## src/cld_defs.svh

```systemverilog
// Functional notes
// - Clear: fill text RAM with spaces, pointer zero, unshift, force increment.
// - Home: pointer zero and display shift undone; text RAM untouched.
// - Entry direction bit set steps pointer up, clear steps it down.
// - scroll_on_write shifts display on text writes only, direction from entry.
// - screen_visible 1 shows display, 0 blanks it keeping text RAM.
// - pointer_shown shows or hides cursor; entry direction unaffected.
// - pointer_flash alternates cursor cell between all ones and the character while text RAM is selected.
// - Glyph address command loads six bits and selects glyph RAM.
// - Cursor shift moves pointer down for direction 0, up for 1.
// - Display shift moves screen left for 0, right for 1; cursor follows.
// - bus_width_sel picks 8-bit bus when 1, 4-bit bus when 0.
// - Narrow mode moves each byte as two nibbles, high first.
// - two_rows selects one-line mode at 0, two-line mode at 1.
// - glyph_height selects 5x7 font at 0, 5x10 at 1.
// - Text address command loads seven bits; valid ranges follow line mode.
// - Instruction read returns pending flag on bit 7, pointer below.
// - Data write stores into selected RAM then steps pointer.
// - First data read without address set returns stale data.
// - Cursor shift reloads read register from text RAM like an address set, but only while text RAM is selected.
// - Each data read steps pointer in the entry direction.
// - cmd_or_data_sel high selects data, low selects instruction.
// - Strobe active high; bus sampled while strobe is high, acted on when it falls.
`ifndef CLD_DEFS_SVH
`define CLD_DEFS_SVH

`define CLD_SPACE_CODE    8'h20
`define CLD_FULL_CELL     8'hff
`define CLD_ONE_LINE_END  7'h4f
`define CLD_ROW1_END      7'h27
`define CLD_ROW2_START    7'h40
`define CLD_ROW2_END      7'h67
`define CLD_ONE_LINE_LEN  7'h50
`define CLD_TWO_LINE_LEN  7'h28
`define CLD_LAST_ADDR     7'h7f

// Instruction field positions
`define CLD_B_TXT_ADDR    7
`define CLD_B_GLY_ADDR    6
`define CLD_B_FUNC        5
`define CLD_B_SHIFT       4
`define CLD_B_DISP        3
`define CLD_B_ENTRY       2
`define CLD_B_HOME        1
`define CLD_B_CLEAR       0
`define CLD_B_DL          4
`define CLD_B_N           3
`define CLD_B_F           2
`define CLD_B_SC          3
`define CLD_B_RL          2
`define CLD_B_D           2
`define CLD_B_C           1
`define CLD_B_BLK         0
`define CLD_B_ID          1
`define CLD_B_SH          0

// Cursor blink half period
`define CLD_CLK_MHZ       50
`define CLD_BLINK_MS      400
`define CLD_BLINK_CYCLES  (`CLD_BLINK_MS * 1000 * `CLD_CLK_MHZ)

`endif

```

## src/cld_pkg.sv

```systemverilog
package cld_pkg;

  typedef enum logic [0:0] {
    CLD_IDLE,
    CLD_CLEAR
  } cld_state_type;

  typedef struct packed {
    cld_state_type state;
    logic          strobe_d;
    logic          rs_l;
    logic          rw_l;
    logic [7:0]    din_l;
    logic          nib_second;
    logic [3:0]    nib_buf;
    logic [6:0]    clr_addr;
    logic [6:0]    ptr;
    logic          sel_glyph;
    logic          entry_inc;
    logic          scroll;
    logic          visible;
    logic          cursor_on;
    logic          flash_on;
    logic          width8;
    logic          rows2;
    logic          font10;
    logic [6:0]    shift;
    logic [7:0]    rd_data;
    logic [7:0]    dout;
    logic [7:0]    scan_q;
    logic [24:0]   blink_cnt;
    logic          blink_ph;
  } cld_regs_type;

endpackage
```

## src/cld_char_lcd_instruction_decoder.sv

```systemverilog
// The implementer's own choices: the address map and the strobed register port.
`timescale 1ns/100ps
`include "cld_defs.svh"

module cld_char_lcd_instruction_decoder #(
  parameter int unsigned BLINK_CYCLES = `CLD_BLINK_CYCLES
) (
  input  wire logic       clk_i,                // 50 MHz clock
  input  wire logic       nrst_i,               // Synchronous reset, active low
  input  wire logic       cmd_or_data_sel_i,    // 1 data, 0 instruction
  input  wire logic       read_not_write_i,     // 1 read, 0 write
  input  wire logic       xfr_sync_i,           // Transfer strobe, active high
  input  wire logic [7:0] db_i,                 // Data bus in
  output logic      [7:0] db_o,                 // Data bus out
  output logic            db_oe_o,              // Drive data bus
  input  wire logic [6:0] scan_addr_i,          // Display scan address
  output logic      [7:0] scan_char_o,          // Character code at scan address
  output logic      [6:0] ram_pointer_o,        // Cursor / pointer
  output logic      [6:0] display_shift_o,      // Display shift offset
  output logic            internal_op_pending_o, // Busy
  output logic            screen_visible_o,     // Display on
  output logic            pointer_shown_o,      // Cursor on
  output logic            pointer_flash_o,      // Blink on
  output logic            blink_phase_o,        // Blink phase
  output logic            bus_width_sel_o,      // 1 eight-bit bus
  output logic            two_rows_o,           // 1 two-line mode
  output logic            glyph_height_o        // 1 tall font
);

  cld_pkg::cld_regs_type r_r;
  cld_pkg::cld_regs_type r_nxt;

  logic [7:0] char_text_ram [0:127];
  logic [7:0] custom_glyph_ram [0:63];

  logic       txt_we;
  logic [6:0] txt_wa;
  logic [7:0] txt_wd;
  logic       gly_we;
  logic [5:0] gly_wa;
  logic [7:0] gly_wd;

  // Text pointer step with row wrap; stepping off a row end skips the gap between rows
  function automatic logic [6:0] step_text(input logic [6:0] p, input logic up,
                                           input logic rows2);
    logic [6:0] n;
    n = up ? 7'(p + 7'h01) : 7'(p - 7'h01);
    if (!rows2) begin
      if (up && p == `CLD_ONE_LINE_END) n = 7'h00;
      if (!up && p == 7'h00) n = `CLD_ONE_LINE_END;
    end else begin
      if (up && p == `CLD_ROW1_END) n = `CLD_ROW2_START;
      if (up && p == `CLD_ROW2_END) n = 7'h00;
      if (!up && p == `CLD_ROW2_START) n = `CLD_ROW1_END;
      if (!up && p == 7'h00) n = `CLD_ROW2_END;
    end
    return n;
  endfunction

  // Pointer step for either RAM
  function automatic logic [6:0] step_ptr(input logic [6:0] p, input logic up,
                                          input logic glyph, input logic rows2);
    logic [5:0] g;
    g = up ? 6'(p[5:0] + 6'h01) : 6'(p[5:0] - 6'h01);
    if (glyph) return {1'b0, g};
    return step_text(p, up, rows2);
  endfunction

  // Display offset wraps at the line length of the active mode
  function automatic logic [6:0] step_shift(input logic [6:0] s, input logic left,
                                            input logic rows2);
    logic [6:0] len;
    logic [6:0] n;
    len = rows2 ? `CLD_TWO_LINE_LEN : `CLD_ONE_LINE_LEN;
    if (left) begin
      n = (s == 7'(len - 7'h01)) ? 7'h00 : 7'(s + 7'h01);
    end else begin
      n = (s == 7'h00) ? 7'(len - 7'h01) : 7'(s - 7'h01);
    end
    return n;
  endfunction

  logic       fall;
  logic       byte_done;
  logic [7:0] wbyte;
  logic [7:0] read_val;
  logic [6:0] p_new;
  logic [6:0] rd_addr;
  logic       rd_load;
  logic       rd_glyph;

  // Next-state logic
  always_comb begin
    r_nxt     = r_r;
    txt_we    = 1'b0;
    txt_wa    = r_r.ptr;
    txt_wd    = 8'h00;
    gly_we    = 1'b0;
    gly_wa    = r_r.ptr[5:0];
    gly_wd    = 8'h00;
    p_new     = r_r.ptr;
    rd_addr   = r_r.ptr;
    rd_load   = 1'b0;
    rd_glyph  = r_r.sel_glyph;
    byte_done = 1'b0;
    wbyte     = r_r.din_l;

    // Sample select, direction and bus while the strobe is high
    r_nxt.strobe_d = xfr_sync_i;
    if (xfr_sync_i) begin
      r_nxt.rs_l  = cmd_or_data_sel_i;
      r_nxt.rw_l  = read_not_write_i;
      r_nxt.din_l = db_i;
    end
    fall = r_r.strobe_d & ~xfr_sync_i;

    // Nibble pairing: high nibble first, byte completes on the second
    if (fall) begin
      if (r_r.width8) begin
        byte_done = 1'b1;
      end else begin
        r_nxt.nib_second = ~r_r.nib_second;
        if (!r_r.nib_second) begin
          r_nxt.nib_buf = r_r.din_l[7:4];
        end else begin
          byte_done = 1'b1;
          wbyte     = {r_r.nib_buf, r_r.din_l[7:4]};
        end
      end
    end

    // Clear fills the text RAM one cell per cycle while busy
    case (r_r.state)
      cld_pkg::CLD_CLEAR: begin
        txt_we = 1'b1;
        txt_wa = r_r.clr_addr;
        txt_wd = `CLD_SPACE_CODE;
        r_nxt.clr_addr = 7'(r_r.clr_addr + 7'h01);
        if (r_r.clr_addr == `CLD_LAST_ADDR) r_nxt.state = cld_pkg::CLD_IDLE;
      end
      default: begin
        // Writes while busy are dropped; the host is expected to poll
        if (byte_done && !r_r.rw_l && !r_r.rs_l) begin
          if (wbyte[`CLD_B_TXT_ADDR]) begin
            r_nxt.ptr       = wbyte[6:0];
            r_nxt.sel_glyph = 1'b0;
            rd_addr         = wbyte[6:0];
            rd_glyph        = 1'b0;
            rd_load         = 1'b1;
          end else if (wbyte[`CLD_B_GLY_ADDR]) begin
            r_nxt.ptr       = {1'b0, wbyte[5:0]};
            r_nxt.sel_glyph = 1'b1;
            rd_addr         = {1'b0, wbyte[5:0]};
            rd_glyph        = 1'b1;
            rd_load         = 1'b1;
          end else if (wbyte[`CLD_B_FUNC]) begin
            r_nxt.width8     = wbyte[`CLD_B_DL];
            r_nxt.nib_second = 1'b0;
            r_nxt.rows2      = wbyte[`CLD_B_N];
            r_nxt.font10     = wbyte[`CLD_B_F];
          end else if (wbyte[`CLD_B_SHIFT]) begin
            if (!wbyte[`CLD_B_SC]) begin
              p_new     = step_ptr(r_r.ptr, wbyte[`CLD_B_RL], r_r.sel_glyph,
                                   r_r.rows2);
              r_nxt.ptr = p_new;
              rd_addr   = p_new;
              rd_load   = ~r_r.sel_glyph;
            end else begin
              // Cursor follows the screen, so the pointer stays put
              r_nxt.shift = step_shift(r_r.shift, ~wbyte[`CLD_B_RL], r_r.rows2);
            end
          end else if (wbyte[`CLD_B_DISP]) begin
            r_nxt.visible   = wbyte[`CLD_B_D];
            r_nxt.cursor_on = wbyte[`CLD_B_C];
            r_nxt.flash_on  = wbyte[`CLD_B_BLK];
          end else if (wbyte[`CLD_B_ENTRY]) begin
            r_nxt.entry_inc = wbyte[`CLD_B_ID];
            r_nxt.scroll    = wbyte[`CLD_B_SH];
          end else if (wbyte[`CLD_B_HOME]) begin
            r_nxt.ptr       = 7'h00;
            r_nxt.sel_glyph = 1'b0;
            r_nxt.shift     = 7'h00;
          end else if (wbyte[`CLD_B_CLEAR]) begin
            r_nxt.ptr       = 7'h00;
            r_nxt.sel_glyph = 1'b0;
            r_nxt.shift     = 7'h00;
            r_nxt.entry_inc = 1'b1;
            r_nxt.clr_addr  = 7'h00;
            r_nxt.state     = cld_pkg::CLD_CLEAR;
          end
        end else if (byte_done && !r_r.rw_l && r_r.rs_l) begin
          // Data write into the RAM picked by the last address set, home or clear
          if (r_r.sel_glyph) begin
            gly_we = 1'b1;
            gly_wd = wbyte;
          end else begin
            txt_we = 1'b1;
            txt_wd = wbyte;
            if (r_r.scroll) begin
              r_nxt.shift = step_shift(r_r.shift, r_r.entry_inc, r_r.rows2);
            end
          end
          r_nxt.ptr = step_ptr(r_r.ptr, r_r.entry_inc, r_r.sel_glyph, r_r.rows2);
        end else if (byte_done && r_r.rw_l && r_r.rs_l) begin
          // Read register is only refreshed by address set, cursor shift or a
          // read, so a read after a write returns the old byte
          p_new     = step_ptr(r_r.ptr, r_r.entry_inc, r_r.sel_glyph, r_r.rows2);
          r_nxt.ptr = p_new;
          rd_addr   = p_new;
          rd_load   = 1'b1;
        end
      end
    endcase

    // Prefetch into the output data register
    if (rd_load) begin
      r_nxt.rd_data = rd_glyph ? custom_glyph_ram[rd_addr[5:0]] : char_text_ram[rd_addr];
    end

    // Read value, split into nibbles in narrow mode
    read_val = cmd_or_data_sel_i ? r_r.rd_data
                                 : {r_r.state != cld_pkg::CLD_IDLE, r_r.ptr};
    if (r_r.width8) begin
      r_nxt.dout = read_val;
    end else begin
      r_nxt.dout = r_r.nib_second ? {read_val[3:0], 4'h0} : {read_val[7:4], 4'h0};
    end

    // Blink timer runs freely
    if (r_r.blink_cnt == 25'(BLINK_CYCLES - 1)) begin
      r_nxt.blink_cnt = 25'h0000000;
      r_nxt.blink_ph  = ~r_r.blink_ph;
    end else begin
      r_nxt.blink_cnt = 25'(r_r.blink_cnt + 25'h0000001);
    end

    // Scan port: blank when off, full cell on blinking cursor
    if (!r_r.visible) begin
      r_nxt.scan_q = `CLD_SPACE_CODE;
    end else if (r_r.flash_on && r_r.blink_ph && !r_r.sel_glyph &&
                 scan_addr_i == r_r.ptr) begin
      r_nxt.scan_q = `CLD_FULL_CELL;
    end else begin
      r_nxt.scan_q = char_text_ram[scan_addr_i];
    end
  end

  // State register
  always_ff @(posedge clk_i) begin
    if (!nrst_i) begin
      r_r           <= '0;
      r_r.state     <= cld_pkg::CLD_IDLE;
      r_r.entry_inc <= 1'b1;
      r_r.width8    <= 1'b1;
      r_r.scan_q    <= `CLD_SPACE_CODE;
    end else begin
      r_r <= r_nxt;
    end
  end

  // RAM arrays carry no reset; software clears text with the clear command
  always_ff @(posedge clk_i) begin
    if (txt_we) char_text_ram[txt_wa] <= txt_wd;
    if (gly_we) custom_glyph_ram[gly_wa] <= gly_wd;
  end

  // Bus drive only during a read strobe
  assign db_oe_o               = xfr_sync_i & read_not_write_i;
  assign db_o                  = r_r.dout;
  assign scan_char_o           = r_r.scan_q;
  assign ram_pointer_o         = r_r.ptr;
  assign display_shift_o       = r_r.shift;
  assign internal_op_pending_o = (r_r.state != cld_pkg::CLD_IDLE);
  assign screen_visible_o      = r_r.visible;
  assign pointer_shown_o       = r_r.cursor_on;
  assign pointer_flash_o       = r_r.flash_on;
  assign blink_phase_o         = r_r.blink_ph;
  assign bus_width_sel_o       = r_r.width8;
  assign two_rows_o            = r_r.rows2;
  assign glyph_height_o        = r_r.font10;

endmodule

```

## config.mk

```make
export PLATFORM = sky130hd
export DESIGN_NAME = cld_char_lcd_instruction_decoder
export DESIGN_NICKNAME = d
export VERILOG_FILES = /design/src/cld_pkg.sv /design/src/cld_char_lcd_instruction_decoder.sv
export VERILOG_INCLUDE_DIRS = /design/src
export SDC_FILE = /design/constraint.sdc
export NUM_CORES = 2
export LEC_CHECK = 0
export BUFFER_PORTS_ARGS = -buffer_cell sky130_fd_sc_hd__buf_2
export CAP_MARGIN = 40
export CORE_MARGIN = 2
export CORE_UTILIZATION = 60
export CTS_BUF_LIST = sky130_fd_sc_hd__clkbuf_8
export CTS_CLUSTER_SIZE = 28
export DETAILED_ROUTE_END_ITERATION = 12
export PLACE_DENSITY_LB_ADDON = 0.1
export SLEW_MARGIN = 40
export SYNTH_ARGS = -nofsm -noshare
export SYNTH_HDL_FRONTEND = slang
export SYNTH_SLANG_ARGS = --single-unit
```

## constraint.sdc

```tcl
create_clock -name clk_i -period 13 [get_ports clk_i]
set_input_delay 2.6 -clock clk_i [delete_from_list [all_inputs] [get_ports clk_i]]
set_output_delay 2.6 -clock clk_i [all_outputs]
set_load 0.005 [all_outputs]
```

==> results.sh <==
export IMPL_status="finished clean"
export IMPL_synthToLayoutAreaGrowth_pct=8.881
export IMPL_p_per_area_mw_per_mm2=133.0
export IMPL_vias_per_cell=6.830
export IMPL_routedWlPerCell_um=29.34
export IMPL_synth_ff_type="edfxtp_1"
export IMPL_crit_arrival_ns=8.24
export IMPL_cts_tree="done"
export IMPL_rsz0062_at_grt="false"
export IMPL_io_pins=59
export IMPL_hp_class="reg2reg"
export IMPL_drcViolationCount=0
export IMPL_wl_met3_mm=31.76
export IMPL_yosysTopAreaCell="edfxtp_1"
export IMPL_ys_ff_latch=1633
export IMPL_die_w_um=359.9
export IMPL_synthCells=5943
export IMPL_hold_viol_final=0
export IMPL_synth_seq_area_share=0.6326
export IMPL_syn_area_per_cell_um2=12.78
export IMPL_post_synth_top_count_cell="edfxtp_1"
export IMPL_ir_worst_vdd_uv=129.8
export IMPL_dieArea_mm2=0.1295
export IMPL_synthTopCellsByArea="edfxtp_1, mux4_2, nand2_1"
export IMPL_grt_pass1_vias=50390
export IMPL_synth_warnings=0
export IMPL_cts_htree_levels=5
export IMPL_fin_skew_ns=0.06587
export IMPL_required_ns=13.90
export IMPL_setup_viol_count_final=0
export IMPL_grt_max_degree=167
export IMPL_finalWirelength_mm=228.2
export IMPL_period_share=0.5646
export IMPL_max_freq_mhz=136.2
export IMPL_async_flop_share=0
export IMPL_stdcell_count=7779
export IMPL_cts_buffers=285
export IMPL_clk_pin_slew_ns=0.06
export IMPL_critPathLaunchType="input port"
export IMPL_cts_root_buf="clkbuf_8"
export IMPL_finish_utilization=0.6588
export IMPL_tightest_slew_ns=0.9228
export IMPL_placed_area_mm2=0.07758
export IMPL_start_util=0.6051
export IMPL_port_buffers=58
export IMPL_yosysTopAreaCellShare=0.6071
export IMPL_cts_setup_buffers=0
export IMPL_clkSinkCount=1633
export IMPL_antenna_left=0
export IMPL_ff_latch_area_mm2=0.04807
export IMPL_m1WireLength_mm=86.54
export IMPL_total_power_mw=11.00
export IMPL_leakagePower_nw=28.06
export IMPL_multiInputGateArea_mm2=0.02611
export IMPL_synth_common_cells="edfxtp_1, nand2_1, nand3_1"
export IMPL_hold_buffers=0
export IMPL_synthDistinctLibCells=96
export IMPL_grt_usage=0.3496
export IMPL_synth_edff_count=1536
export IMPL_fin_crit_ns=7.340
export IMPL_synth_net_count=5972
export IMPL_top_layer="met5"
export IMPL_final_cell_area_mm2=0.08273
export IMPL_gp_congestion=0.9181
export IMPL_fin_nets=5961
export IMPL_worst_setup_path_end_kind="flop"
export IMPL_setup_tns_ns=0
export IMPL_dr_total_vias=53130
export IMPL_dpl_hpwl_mm=139.4
export IMPL_drtIter0Drc=8232
export IMPL_dr_wl_met2_mm=100.6
export IMPL_die_h_um=359.9
export IMPL_overflow=0
export IMPL_slew_headroom=0.3848
export IMPL_first_pass_iters=6
export IMPL_dp_cells=7292
export IMPL_cap_viol_max_count=0
export IMPL_fill_cells=9122
export IMPL_drv_slew=0
export IMPL_antenna_found_initial=11
export IMPL_core_mm2=0.1256
export IMPL_clk_path_buf_depth=4
export IMPL_synth_area_mm2=0.07598
export IMPL_drive_gt1_frac=0.1733
export IMPL_crit_type="in2reg"
export IMPL_cts_resized=0
export IMPL_row_count=130
export IMPL_cp_max_fo=75
export IMPL_grt_pass1_wl_mm=333.3
export IMPL_clkLatencyLatePin_ns=1.03
-- cells by family after synthesis --
kind of cell | count (synthesis) | share of synthesized area
and+or+nand+nor | 2600 | 0.1503
DFF | 1633 | 0.6326
AOI/OAI and AO/OA | 721 | 0.06450
buffers and inverters | 494 | 0.03162
muxes | 444 | 0.1147
xor gates and xnor gates | 42 | 0.004842
adders and majority gates | 9 | 0.001482
-- routing by layer --
metal,track usage,up-vias
met5,0.009249,-
met4,0.1428,10
met3,0.1025,536
met2,0.5077,3793
met1,0.4984,26270
li1,-,22530
-- area by class of cell --
class                   instances  share of cell area
multi-input cells            3816              0.3156
flip-flops and latches       1633              0.5810
clock inverters               175             0.01009
repair buffers                177             0.01712
diodes                          8           0.0002420
clock buffers                 301             0.05008
well taps                    1650             0.02496
inverters                      19           0.0008621
-- placed cells by master, fill, tap and decap left out, drive strengths merged, types with 70 or more instances in the layout --
| cell type | instances |
|---|---|
| mux4 | 340 |
| edfxtp | 1536 |
| clkinv | 78 |
| and3 | 74 |
| a21oi | 240 |
| clkbuf | 302 |
| nand2 | 1406 |
| nand3 | 565 |
| buf | 176 |
| nor2 | 297 |
| mux2i | 96 |
| dfxtp | 97 |
| o21ai | 70 |
| a31oi | 92 |
| inv | 106 |
-- state kept, by name (all words and copies together) (netlist names) --
| register | flops |
|---|---|
| custom_glyph_ram | 512 |
| bus_width_sel_o | 1 |
| r_r | 59 |
| blink_phase_o | 1 |
| display_shift_o | 7 |
| pointer_shown_o | 1 |
| char_text_ram | 1024 |
| internal_op_pending_o | 1 |
| screen_visible_o | 1 |
| ram_pointer_o | 7 |
| scan_char_o | 8 |
| glyph_height_o | 1 |
| db_o | 8 |
| pointer_flash_o | 1 |
| two_rows_o | 1 |
-- critical path: stages --
cell and delay [ns]:
buf_2 0.37, nand4bb_1 0.19, buf_4 0.33, mux2_2 0.49, a21oi_1 0.38, a211o_1 0.27, a21o_4 0.65, buf_4 0.76
buf_4 0.73, nand2_1 0.13, a221oi_1 0.33, a21oi_1 0.09, nand4_1 0.21, nand4_1 0.24, o32ai_1 0.35
-- power by group --
group	internal, mW	switching, mW	total (mW)
logic	0.321	0.723	1.04
clock network	2.22	2.05	4.27
registers	5.67	0.0132	5.69
-- per-stage QoR --
step	setup WS, ns	hold slack (ns)
2_1_floorplan	0.6173	0.4117
3_3_place_gp	4.642	0.4265
3_5_place_dp	4.864	0.4305
4_1_cts	5.929	0.4434
5_1_grt	5.322	0.4570
6_report	5.660	0.4523
-- final timing paths --
kind	cells past startpoint	slack, ns	endpoint	from
setup reg to reg	17	6.62	r_r[42]	ram_pointer_o[1]
hold reg to reg	1	0.45	scan_char_o[5]	screen_visible_o
hold / removal	1	0.45	scan_char_o[5]	screen_visible_o
setup / recovery	15	5.66	r_r[42]	xfr_sync_i
Note: power is estimated with default switching activity, not from simulation.
